**config.mk**
```make
export PLATFORM = sky130hd
export DESIGN_NAME = ees_eeprom_slave
export DESIGN_NICKNAME = d
export VERILOG_FILES = /design/src/hdl/ees_pkg.sv /design/src/hdl/ees_if.sv /design/src/hdl/ees_line_sync.sv /design/src/hdl/ees_fifo2.sv /design/src/hdl/ees_eeprom_slave.sv
export SDC_FILE = /design/constraint.sdc
export NUM_CORES = 2
export LEC_CHECK = 0
export CAP_MARGIN = 30
export CORE_UTILIZATION = 39
export CTS_BUF_LIST = sky130_fd_sc_hd__clkbuf_8
export CTS_CLUSTER_SIZE = 10
export DETAILED_ROUTE_END_ITERATION = 6
export DONT_BUFFER_PORTS = 1
export MAX_ROUTING_LAYER = met4
export PLACE_DENSITY_LB_ADDON = 0.05
export RECOVER_POWER = 100
export SLEW_MARGIN = 25
export SYNTH_ARGS = -nofsm -noshare
export SYNTH_HDL_FRONTEND = slang
export SYNTH_MEMORY_MAX_BITS = 65536
export SYNTH_SLANG_ARGS = --single-unit
export TNS_END_PERCENT = 100
```
**constraint.sdc**
```tcl
create_clock -name clk_i -period 6.15 [get_ports clk_i]
set_input_delay 0 -clock clk_i [delete_from_list [all_inputs] [get_ports clk_i]]
set_output_delay 0 -clock clk_i [all_outputs]
set_load 0.05 [all_outputs]
```
**src/hdl/ees_pkg.sv**
```systemverilog
// Summary of operation
// - sda falling while scl high starts transfer
// - sda rising while scl high stops transfer
// - one bit per clock, data changes scl low
// - read data changes after scl falling edge
// - release after eight bits, receiver acks
// - ack matching address and every write byte
// - slave only, never drives clock or conditions
// - read: sample master ack, then next byte
// - no master ack: release, await stop
// - upper four address bits must match type
// - skip two bits, next is high address on writes, ignored on reads
// - last address bit: one reads, zero writes
// - memory 512 bytes, nine address bits
// - byte write commits after master stop
// - no response during internal write cycle
// - page write takes up to sixteen bytes
// - page write increments only low bits
// - over sixteen bytes wraps within page
// - starts ignored while write cycle runs
// - counter holds last address plus one
// - sequential read increments all bits, wraps
package ees_pkg;
  localparam int unsigned MEM_DEPTH = 512;
  localparam int unsigned ADDR_W = 9;
  localparam int unsigned PAGE_BYTES = 16;
  localparam int unsigned PAGE_W = 4;
  localparam int unsigned BYTE_W = 8;
  localparam int unsigned FIFO_DEPTH = 2;
  localparam logic [ADDR_W-1:0] ADDR_RESET = 9'h000;
  localparam logic [3:0] DEV_TYPE_DEFAULT = 4'h6;
  localparam logic RW_READ = 1'b1;
  localparam int unsigned CLK_HZ = 25000000;
  localparam int unsigned T_WR_MS = 10;
  localparam int unsigned WR_CYCLES = T_WR_MS * (CLK_HZ / 1000);

  typedef enum logic [2:0] {ST_IDLE, ST_RX, ST_ACK, ST_TX, ST_MACK, ST_WAIT} ees_state_t;
  typedef enum logic [1:0] {PH_SLAVE, PH_WORD, PH_DATA} ees_phase_t;
  typedef enum logic [1:0] {WR_IDLE, WR_COPY, WR_BUSY} ees_wr_t;
endpackage

```
**src/hdl/ees_if.sv**
```systemverilog
`timescale 1ns/1ps
interface ees_line_if;
  logic scl;
  logic sda;
  logic scl_rise;
  logic scl_fall;
  logic start;
  logic stop;
  modport src (output scl, sda, scl_rise, scl_fall, start, stop);
  modport dst (input scl, sda, scl_rise, scl_fall, start, stop);
endinterface

interface ees_stream_if;
  logic [7:0] data;
  logic valid;
  logic ready;
  modport fill (input data, valid, output ready);
  modport drain (output data, valid, input ready);
endinterface

```
**src/hdl/ees_line_sync.sv**
```systemverilog
`timescale 1ns/1ps
module ees_line_sync (
  // clock and control
  input wire logic clk_i,
  input wire logic rst_i,
  input wire logic ce_i,
  // bus pins
  input wire logic scl_i,
  input wire logic sda_i,
  // conditioned line events
  ees_line_if.src line
);
  logic scl_m, scl_s, scl_d;
  logic sda_m, sda_s, sda_d;

  always_ff @(posedge clk_i) begin
    if (rst_i) begin
      scl_m <= 1'b1;
      scl_s <= 1'b1;
      scl_d <= 1'b1;
      sda_m <= 1'b1;
      sda_s <= 1'b1;
      sda_d <= 1'b1;
    end else if (ce_i) begin
      scl_m <= scl_i;
      scl_s <= scl_m;
      scl_d <= scl_s;
      sda_m <= sda_i;
      sda_s <= sda_m;
      sda_d <= sda_s;
    end
  end

  assign line.scl = scl_s;
  assign line.sda = sda_s;
  assign line.scl_rise = scl_s & ~scl_d;
  assign line.scl_fall = ~scl_s & scl_d;
  assign line.start = scl_s & scl_d & sda_d & ~sda_s;
  assign line.stop = scl_s & scl_d & ~sda_d & sda_s;
endmodule

```
**src/hdl/ees_fifo2.sv**
```systemverilog
`timescale 1ns/1ps
module ees_fifo2 (
  // clock and control
  input wire logic clk_i,
  input wire logic rst_i,
  input wire logic ce_i,
  // streams
  ees_stream_if.fill wr,
  ees_stream_if.drain rd
);
  import ees_pkg::*;
  logic [7:0] slot [0:FIFO_DEPTH-1];
  logic wp, rp;
  logic [1:0] cnt;
  wire push = wr.valid & wr.ready;
  wire pop = rd.valid & rd.ready;

  assign wr.ready = (cnt != 2'(FIFO_DEPTH));
  assign rd.valid = (cnt != 2'h0);
  assign rd.data = slot[rp];

  always_ff @(posedge clk_i) begin
    if (ce_i && push) begin
      slot[wp] <= wr.data;
    end
  end

  always_ff @(posedge clk_i) begin
    if (rst_i) begin
      wp <= 1'b0;
      rp <= 1'b0;
      cnt <= 2'h0;
    end else if (ce_i) begin
      wp <= wp ^ push;
      rp <= rp ^ pop;
      cnt <= cnt + 2'(push) - 2'(pop);
    end
  end
endmodule

```
**src/hdl/ees_eeprom_slave.sv**
```systemverilog
`timescale 1ns/1ps
module ees_eeprom_slave #(
  parameter int unsigned WR_CYCLES = ees_pkg::WR_CYCLES,
  // device type code, value is arbitrary
  parameter logic [3:0] DEV_TYPE_CODE = ees_pkg::DEV_TYPE_DEFAULT
) (
  // clock and control
  input wire logic clk_i,
  input wire logic rst_i,
  input wire logic ce_i,
  // two-wire bus
  input wire logic scl_i,
  input wire logic sda_i,
  output logic sda_o,
  output logic sda_oe_n_o,
  // status
  output logic busy_o
);
  import ees_pkg::*;
  localparam int BUSY_W = $clog2(WR_CYCLES + 1);

  ees_line_if line ();
  ees_stream_if rx_q ();
  ees_stream_if pg_q ();

  ees_line_sync u_sync (
    .clk_i(clk_i),
    .rst_i(rst_i),
    .ce_i(ce_i),
    .scl_i(scl_i),
    .sda_i(sda_i),
    .line(line.src)
  );

  ees_fifo2 u_fifo (
    .clk_i(clk_i),
    .rst_i(rst_i),
    .ce_i(ce_i),
    .wr(rx_q.fill),
    .rd(pg_q.drain)
  );

  logic [7:0] mem [0:MEM_DEPTH-1];
  logic [7:0] page_buf [0:PAGE_BYTES-1];
  logic [PAGE_BYTES-1:0] page_vld;
  logic [ADDR_W-1:0] addr;
  logic [7:0] shift;
  logic [2:0] bit_cnt;
  logic rx_done, mack, rw_read, sda_oe_n, sda_level, wr_busy;
  logic push_vld;
  logic [7:0] push_data;
  ees_state_t st;
  ees_phase_t phase;
  ees_wr_t wr_st;
  logic [PAGE_W-1:0] cm_idx;
  logic [BUSY_W-1:0] busy_cnt;

  function automatic logic [ADDR_W-1:0] ees_next_addr(input logic [ADDR_W-1:0] a);
    ees_next_addr = a + 9'h001;
  endfunction

  // event decode
  wire fall = line.scl_fall;
  wire rise = line.scl_rise;
  wire bus_start = line.start & ~wr_busy;
  wire bus_stop = line.stop & ~wr_busy;
  wire take_byte = (st == ST_RX) & fall & rx_done;
  wire slave_ok = (shift[7:4] == DEV_TYPE_CODE);
  wire slave_is_read = (shift[0] == RW_READ);
  wire ack_now = (phase == PH_SLAVE) ? slave_ok : ((phase == PH_WORD) | ~push_vld);
  wire slave_take_w = take_byte & (phase == PH_SLAVE) & slave_ok & ~slave_is_read;
  wire word_take = take_byte & (phase == PH_WORD);
  wire tx_load = (st == ST_ACK) & fall & (phase == PH_SLAVE) & rw_read
    | (st == ST_MACK) & fall & mack;
  wire [7:0] mem_rd = mem[addr];
  wire drain = pg_q.valid & pg_q.ready;
  wire copy_step = (wr_st == WR_COPY) & ~push_vld & ~pg_q.valid;
  wire has_data = (page_vld != 16'h0000) | push_vld | pg_q.valid;
  wire commit_go = bus_stop & (st != ST_IDLE) & (phase == PH_DATA) & has_data;
  wire [ADDR_W-1:0] copy_addr = {addr[ADDR_W-1:PAGE_W], cm_idx};
  ees_phase_t next_phase;
  assign next_phase = (phase == PH_SLAVE) ? PH_WORD : PH_DATA;

  assign rx_q.valid = push_vld;
  assign rx_q.data = push_data;
  assign pg_q.ready = (wr_st != WR_BUSY);

  // bus protocol engine
  always_ff @(posedge clk_i) begin
    if (rst_i) begin
      st <= ST_IDLE;
      phase <= PH_SLAVE;
      rw_read <= 1'b0;
      bit_cnt <= 3'h0;
      rx_done <= 1'b0;
      mack <= 1'b0;
      shift <= 8'h00;
      sda_oe_n <= 1'b1;
      push_vld <= 1'b0;
      push_data <= 8'h00;
    end else if (ce_i) begin
      if (push_vld && rx_q.ready) begin
        push_vld <= 1'b0;
      end
      if (bus_start) begin
        st <= ST_RX;
        phase <= PH_SLAVE;
        bit_cnt <= 3'h0;
        rx_done <= 1'b0;
        mack <= 1'b0;
        sda_oe_n <= 1'b1;
      end else if (bus_stop) begin
        st <= ST_IDLE;
        sda_oe_n <= 1'b1;
      end else begin
        unique case (st)
          ST_IDLE, ST_WAIT: begin
          end
          ST_RX: begin
            if (rise) begin
              shift <= {shift[6:0], line.sda};
              bit_cnt <= bit_cnt + 3'h1;
              rx_done <= (bit_cnt == 3'h7);
            end else if (take_byte) begin
              rx_done <= 1'b0;
              bit_cnt <= 3'h0;
              if (phase == PH_SLAVE) begin
                rw_read <= slave_is_read;
              end
              if (ack_now) begin
                st <= ST_ACK;
                sda_oe_n <= 1'b0;
              end else begin
                st <= ST_WAIT;
              end
              if (phase == PH_DATA && ack_now) begin
                push_vld <= 1'b1;
                push_data <= shift;
              end
            end
          end
          ST_ACK: begin
            if (tx_load) begin
              st <= ST_TX;
              shift <= mem_rd;
              sda_oe_n <= mem_rd[7];
            end else if (fall) begin
              st <= ST_RX;
              phase <= next_phase;
              sda_oe_n <= 1'b1;
            end
          end
          ST_TX: begin
            if (fall) begin
              bit_cnt <= bit_cnt + 3'h1;
              if (bit_cnt == 3'h7) begin
                st <= ST_MACK;
                sda_oe_n <= 1'b1;
              end else begin
                sda_oe_n <= shift[6];
                shift <= {shift[6:0], 1'b0};
              end
            end
          end
          ST_MACK: begin
            if (rise) begin
              if (!line.sda) begin
                mack <= 1'b1;
              end else begin
                st <= ST_WAIT;
              end
            end else if (tx_load) begin
              mack <= 1'b0;
              bit_cnt <= 3'h0;
              st <= ST_TX;
              shift <= mem_rd;
              sda_oe_n <= mem_rd[7];
            end
          end
        endcase
      end
    end
  end

  // address counter
  always_ff @(posedge clk_i) begin
    if (rst_i) begin
      addr <= ADDR_RESET;
    end else if (ce_i) begin
      if (tx_load) begin
        addr <= ees_next_addr(addr);
      end else if (word_take) begin
        addr[7:0] <= shift;
      end else if (slave_take_w) begin
        addr[8] <= shift[1];
      end else if (drain) begin
        addr[PAGE_W-1:0] <= addr[PAGE_W-1:0] + 4'h1;
      end
    end
  end

  // page buffer: later bytes overwrite earlier slots after a wrap
  always_ff @(posedge clk_i) begin
    if (ce_i && drain) begin
      page_buf[addr[PAGE_W-1:0]] <= pg_q.data;
    end
  end

  always_ff @(posedge clk_i) begin
    if (rst_i) begin
      page_vld <= 16'h0000;
    end else if (ce_i) begin
      if (bus_start || wr_st == WR_BUSY) begin
        page_vld <= 16'h0000;
      end else if (drain) begin
        page_vld[addr[PAGE_W-1:0]] <= 1'b1;
      end
    end
  end

  // internal write cycle
  always_ff @(posedge clk_i) begin
    if (rst_i) begin
      wr_st <= WR_IDLE;
      cm_idx <= 4'h0;
      busy_cnt <= '0;
      wr_busy <= 1'b0;
    end else if (ce_i) begin
      unique case (wr_st)
        WR_IDLE: begin
          if (commit_go) begin
            wr_st <= WR_COPY;
            wr_busy <= 1'b1;
            cm_idx <= 4'h0;
          end
        end
        WR_COPY: begin
          if (copy_step) begin
            cm_idx <= cm_idx + 4'h1;
            if (cm_idx == 4'hF) begin
              wr_st <= WR_BUSY;
              busy_cnt <= BUSY_W'(WR_CYCLES - 1);
            end
          end
        end
        WR_BUSY: begin
          if (busy_cnt == '0) begin
            wr_st <= WR_IDLE;
            wr_busy <= 1'b0;
          end else begin
            busy_cnt <= busy_cnt - 1'b1;
          end
        end
      endcase
    end
  end

  always_ff @(posedge clk_i) begin
    if (ce_i && copy_step && page_vld[cm_idx]) begin
      mem[copy_addr] <= page_buf[cm_idx];
    end
  end

  // open-drain pin: only ever pulls low, never drives clock or conditions
  always_ff @(posedge clk_i) begin
    if (rst_i) begin
      sda_level <= 1'b0;
    end else if (ce_i) begin
      sda_level <= 1'b0;
    end
  end

  assign sda_o = sda_level;
  assign sda_oe_n_o = sda_oe_n;
  assign busy_o = wr_busy;
endmodule

```
# ---- Word-level counts from Yosys, hierarchy flattened
# Memories as Yosys holds them, arrays and structs flattened. A register that Yosys moved wholly into a read port is not among the register bits.
# Index checks and enable logic that the tools add are counted.
dict set report word_totals {
  regBits 89
  mem_bits_rw 4240
  inputBits 5
  out_inout_bits 3
  mem_count 3
}
dict set report op_classes {
  addsub 7
  magnitude_cmp 3
  eq_ne 41
  mux 102
  bitwise_logic 45
  n_reduce_logical 47
}
# memory depth width rd rd_ports_with_merged_regs wr line_no
set mem_list {}
lappend mem_list {mem 512 8 1 0 1 ees_eeprom_slave.sv:43} ;# logic [7:0] mem [0:MEM_DEPTH-1];
lappend mem_list {page_buf 16 8 1 1 1 ees_eeprom_slave.sv:44} ;# logic [7:0] page_buf [0:PAGE_BYTES-1];
lappend mem_list {u_fifo.slot 2 8 1 1 1 ees_fifo2.sv:12} ;# logic [7:0] slot [0:FIFO_DEPTH-1];
# cell n
set ops {}
lappend ops {{$mux 3} 19}
lappend ops {{$mux 18} 3}
lappend ops {{$mux 1} 44}
lappend ops {{$mux 8} 5}
lappend ops {{$pmux 18 s2} 1}
lappend ops {{$mux 16} 2}
lappend ops {{$mux 4} 8}
lappend ops {{$ne 4x4->1 const B} 8}
lappend ops {{$pmux 8 s4} 1}
lappend ops {{$and 1x1->1} 27}
lappend ops {{$ne 2x2->1 const B} 11}
lappend ops {{$reduce_bool 2->1} 11}
lappend ops {{$reduce_and 7->1} 3}
lappend ops {{$mux 2} 10}
lappend ops {{$reduce_and 5->1} 4}
lappend ops {{$logic_not 18->1} 1}
lappend ops {{$reduce_and 9->1} 2}
lappend ops {{$sub 18x1->18 const B} 1}
lappend ops {{$or 16x16->16} 1}
lappend ops {{$reduce_bool 16->1} 1}
lappend ops {{$ne 3x3->1 const B} 4}
lappend ops {{$pmux 3 s4} 1}
lappend ops {{$reduce_and 4->1} 3}
lappend ops {{$reduce_bool 3->1} 4}
lappend ops {{37 further kinds} 70}

# ---- Depth between registers and ports, before layout
dict set report depth {
  ltp_word 11
  mapped_depth 14
}

# ---- Modules after synthesis
# From an unflattened synthesis, not the netlist that was laid out.
dict set report unflattened {
  hier_cells 8117
  area_unflattened_um2 169354.9
}
# module instances cells_per_inst area_each_um2 seq_area_each_um2
set by_module_without_submodules {}
lappend by_module_without_submodules {ees_eeprom_slave 1 8034 168228.8 128503.2}
lappend by_module_without_submodules {ees_fifo2 1 59 862.1 580.6}
lappend by_module_without_submodules {ees_line_sync 1 24 264.0 120.1}

# ---- Worst setup path before layout
# Ideal clock, no wire load.
dict set report synth_path {
  path_type {reg-to-reg}
  from {reg with a tool-made name}
  to {mem mem[0][0] (data pin)}
  setup_time_ps 903
  arrival_time_ps 4919
  setup_slack_ps 328
  stages_incl_launch_ff 5
  synth_period_minus_slack_ps 5822
  cell_sequence {dfxtp_1 clkbuf_1 buf_1 mux4_2 mux4_2}
}
# item line_no
set synth_rtl {}
lappend synth_rtl {{end, declared} ees_eeprom_slave.sv:43}

# ---- Worst setup path in the final report
dict set report layout_path {
  from {reg addr[2]}
  to {reg sda_oe_n (netlist: sda_oe_n_o)}
}
dict set report layout_between {
  elab_chain_cells 6
  elab_cells_between_ends 7
  cone_classes {mux: 6; memory: 1}
}
# item line_no
set layout_lines {}
lappend layout_lines {{start, declared} ees_eeprom_slave.sv:46} ;# logic [ADDR_W-1:0] addr;
lappend layout_lines {{start signal, assigned} ees_eeprom_slave.sv:191} ;# addr <= ees_next_addr(addr);
lappend layout_lines {{start signal, assigned} ees_eeprom_slave.sv:193} ;# addr[7:0] <= shift;
lappend layout_lines {{start signal, assigned by index} ees_eeprom_slave.sv:197} ;# addr[PAGE_W-1:0] <= addr[PAGE_W-1:0] + 4'h1;
lappend layout_lines {{$mem_v2 512x8 (*)} --}
lappend layout_lines {{$mux 1} ees_eeprom_slave.sv:172} ;# end else if (tx_load) begin
lappend layout_lines {{$mux 1} ees_eeprom_slave.sv:166} ;# if (rise) begin
lappend layout_lines {{$pmux 1 s4 (*)} ees_eeprom_slave.sv:116} ;# unique case (st)
lappend layout_lines {{$mux 1 (*)} ees_eeprom_slave.sv:112} ;# end else if (bus_stop) begin
lappend layout_lines {{$mux 1 (*)} ees_eeprom_slave.sv:105} ;# if (bus_start) begin
lappend layout_lines {{end signal, assigned} ees_eeprom_slave.sv:146} ;# sda_oe_n <= mem_rd[7];
lappend layout_lines {{end signal, assigned} ees_eeprom_slave.sv:160} ;# sda_oe_n <= shift[6];
lappend layout_lines {{end signal, assigned} ees_eeprom_slave.sv:177} ;# sda_oe_n <= mem_rd[7];
lappend layout_lines {{end, declared} ees_eeprom_slave.sv:49} ;# logic rx_done, mack, rw_read, sda_oe_n, sda_level, wr_busy;
# Mark *: on every way between the ends. The rest lies on a longest branch, timed or not. The select of a mux whose other input is x is not followed.
# A chain may end at the register's enable or synchronous reset.

==> impl_metrics.ini <==
[outcome]
status = finished with violations
violations = capacitance limit, slew limit

[clock_network]
cts_made_buffers = 727
clock_latency_ps = 1250
cts_num_sinks = 4334
path_clk_slew_ps = 60
cts_tree = done
cts_max_path_buffers = 4
cts_root_buf = clkbuf_8
htreeDepth = 6

[final_layout]
fill_cells = 37329
areaGrowthSynthToFinish_pct = 12.8
final_util_pct = 44.2
final_nets = 8857
multi_input_area_um2 = 37200
layout_commonest_cell = edfxtp_1
drive_gt1_share_pct = 25.1
seq_area_um2 = 129000
layout_common_cells = edfxtp_1, mux4_2, clkbuf_8

[worst_setup_path]
cp_slowest_cell = clkbuf_1
crit_buf_inv = 2
cp_max_fo = 22
cp.arrival_ps = 6670
crit_cells = 9
r2r-end = sda_oe_n_o
rr_startpoint = addr[2]
worstPathCellList = clkbuf_1, nor2b_4, buf_4, a22oi_1, a21oi_1, nor4_1, nand4_1, o21ai_1, a31oi_1
endpoint_kind = flop
endpoint = sda_oe_n_o
reg2regPathDepth = 9
crit_type = flop to flop
r2r_setup_slack_ps = 530
max_stage_delay_ps = 1440
cpLargestDelayFamily = buffers and inverters
critical_path_required_ps = 7210
cp-startpoint = addr[2]
critPathLaunchType = flop

[global_route]
grt_use_total_pct = 26.4
grt_start_max_net_pins = 146
grt_overflow = 0
antenna_found_initial = 36
grt_pass1_wl_mm = 770
grt_pass1_vias = 90157

[placement]
gp_congestion = 0.896
hpwlAfterDp_mm = 356
io_buffers = 0

[logic_synthesis]
synth_top_cell_area_share_pct = 75.6
synth_ff_type = edfxtp_1
synth-seq-cells = 4334
syn-instance-count = 8186
synth_area_um2 = 169000
yosys_warnings = 0
synth-async-reset-ratio_pct = 0
yosysTopAreaCell = edfxtp_1
synth_enable_flop_cells = 4240
synth_area_leaders = edfxtp_1, mux4_2, nor2_1
synth_nets = 8207
avgSynthCellArea_um2 = 20.6
yosys.cell_types.count = 74
synth-seq-area-share_pct = 76.7

[detailed_routing]
dr_total_vias = 89271
drcViolationCount = 0
ant_nets = 0
viasPerCell = 5.90
dr.pass1.iters = 6
wl_per_cell_um = 37.3
drt_wl_total_mm = 564
initialDrtViolationCount = 10792

[power]
peakVddDrop_mv = 0.219
p_comb_share_pct = 0.2
p_int_mw = 43.4
p_total_mw = 55.3
leakagePower_nw = 68.6
seqPwrFrac_pct = 57.7
power_density_nw_per_um2 = 291
switchingPower_mw = 12.0
sw_frac_of_total_pct = 21.6
p_clk_share_pct = 42.1

[sta]
hold_violations = 0
final_max_slew_viol_count = 2016
finalSetupViolCount = 0
rsz0062_at_grt = no
timing.final.crit_share_pct = 91.3
fmax_mhz = 178
whs_ps = 464
max_slew_margin_pct = -124
tightest_slew_ps = 3360
clock_skew_ps = 90.4
setup_tns_ps = 0
min_period_ps = 5620

[floorplan]
die-area_um2 = 435000
design.core.area_um2 = 431000
core.rowCount = 241
die_w_um = 659
io_pins = 8
initial_core_util_pct = 39.1
die_h_um = 659

[flow_run]
cap_violations = 29

[hold_path]
min_path_type = flop to flop
[how the worst min path moves through the flow]
stage / start / end / cells past startpoint
after floorplan: scl_i / u_sync.scl_m / 2
after CTS: ce_i / mem[214][5] / 5
after detailed placement: rst_i / busy_cnt[12] / 1
after global routing: ce_i / u_sync.scl_d / 5
final: push_data[6] / u_fifo.slot[0][6] / 0
after global placement: rst_i / busy_cnt[14] / 1
[cell usage after synthesis (16+ instances only)]
master and instances:
nor2b_1 19, inv_1 24, nand4_1 39, o21ai_0 52, nand3_1 118, a22o_1 18, and3_1 19, a211oi_1 18
ha_1 16, nand2_1 382, nor4_1 24, a32oi_1 64, buf_2 159, nor3_1 55, o22ai_1 39, a21oi_1 82
mux2i_1 223, nor2_1 698, clkbuf_1 201, dfxtp_1 94, edfxtp_1 4240, buf_4 90, mux4_2 1058, a22oi_1 131
a31oi_1 56, buf_1 34, a221oi_1 36, nor3b_1 17
[logic make-up after synthesis]
group | after synthesis | synth area share [%]
buffers and inverters | 519 | 1.52
adder cells (fa/ha/maj) | 16 | 0.119
AND/OR/NAND/NOR | 1434 | 3.65
AO/OA/AOI/OAI | 570 | 2.38
other | 1 | 0.00223
flip-flops | 4334 | 76.7
multiplexers | 1295 | 15.6
XOR/XNOR | 17 | 0.0884
[state kept, by name (all words and copies together), names as in the netlist, 2 cells and up, named ones only]
| name | flops |
|---|---|
| mem | 4096 |
| page_buf | 128 |
| busy_cnt | 18 |
| page_vld | 16 |
| u_fifo.slot | 16 |
| addr | 9 |
| push_data | 8 |
| shift | 8 |
| cm_idx | 4 |
| bit_cnt | 3 |
| st | 3 |
| phase | 2 |
| u_fifo.cnt | 2 |
| wr_st | 2 |
[what timing repair did]
item                      in CTS  in global routing
hold endpoints to repair     238                  7
gates resized for setup        0                  0
hold buffers                  15                  1
setup buffers                  0                  0
[worst register-to-register path, delay by kind of cell, from the launching register on]
family,cells,cell delay [ps]
DFF,1,820
AOI/OAI and AO/OA,4,1140
and+or+nand+nor,3,1610
buffers and inverters,2,1880
[power groups by stage]
| stage | combinational [mW] | clock (mW) | sequential [mW] |
|---|---|---|---|
| floorplan | 0.0569 | 0 | 32.5 |
| global placement | 0.0797 | 0 | 32.6 |
| detailed placement | 0.0800 | 0 | 32.6 |
| CTS | 0.102 | 23.8 | 31.9 |
| global route | 0.107 | 24.9 | 31.9 |
| finish | 0.102 | 23.3 | 31.9 |
[stage by stage]
| step | std cells | setup WS (ps) | area, um^2 |
|---|---|---|---|
| floorplan | 8186 | 328 | 169000 |
| global placement | 13753 | 441 | 177000 |
| detailed placement | 13776 | 1140 | 178000 |
| CTS | 15088 | 1120 | 190000 |
| global route | 15119 | 547 | 190000 |
| finish | 15126 | 534 | 190000 |
[final cells by class]
class | instances | share of cell area [%]
diodes | 12 | 0.0158
clock buffers | 750 | 5.43
clock inverters | 547 | 1.30
inverters | 25 | 0.0559
multi-input cells | 3333 | 19.6
flip-flops and latches | 4334 | 68.0
well taps | 5710 | 3.76
repair buffers | 415 | 1.90
[metal layers]
metal	up-vias	track usage [%]	part of all wire (%)
li1	35346	-	-
met1	49054	37.5	43
met2	4003	39.4	46
met3	868	4.85	7.9
met4	0	7.10	2.9
met5	-	-	0
Power figures use the tool's default switching activity.
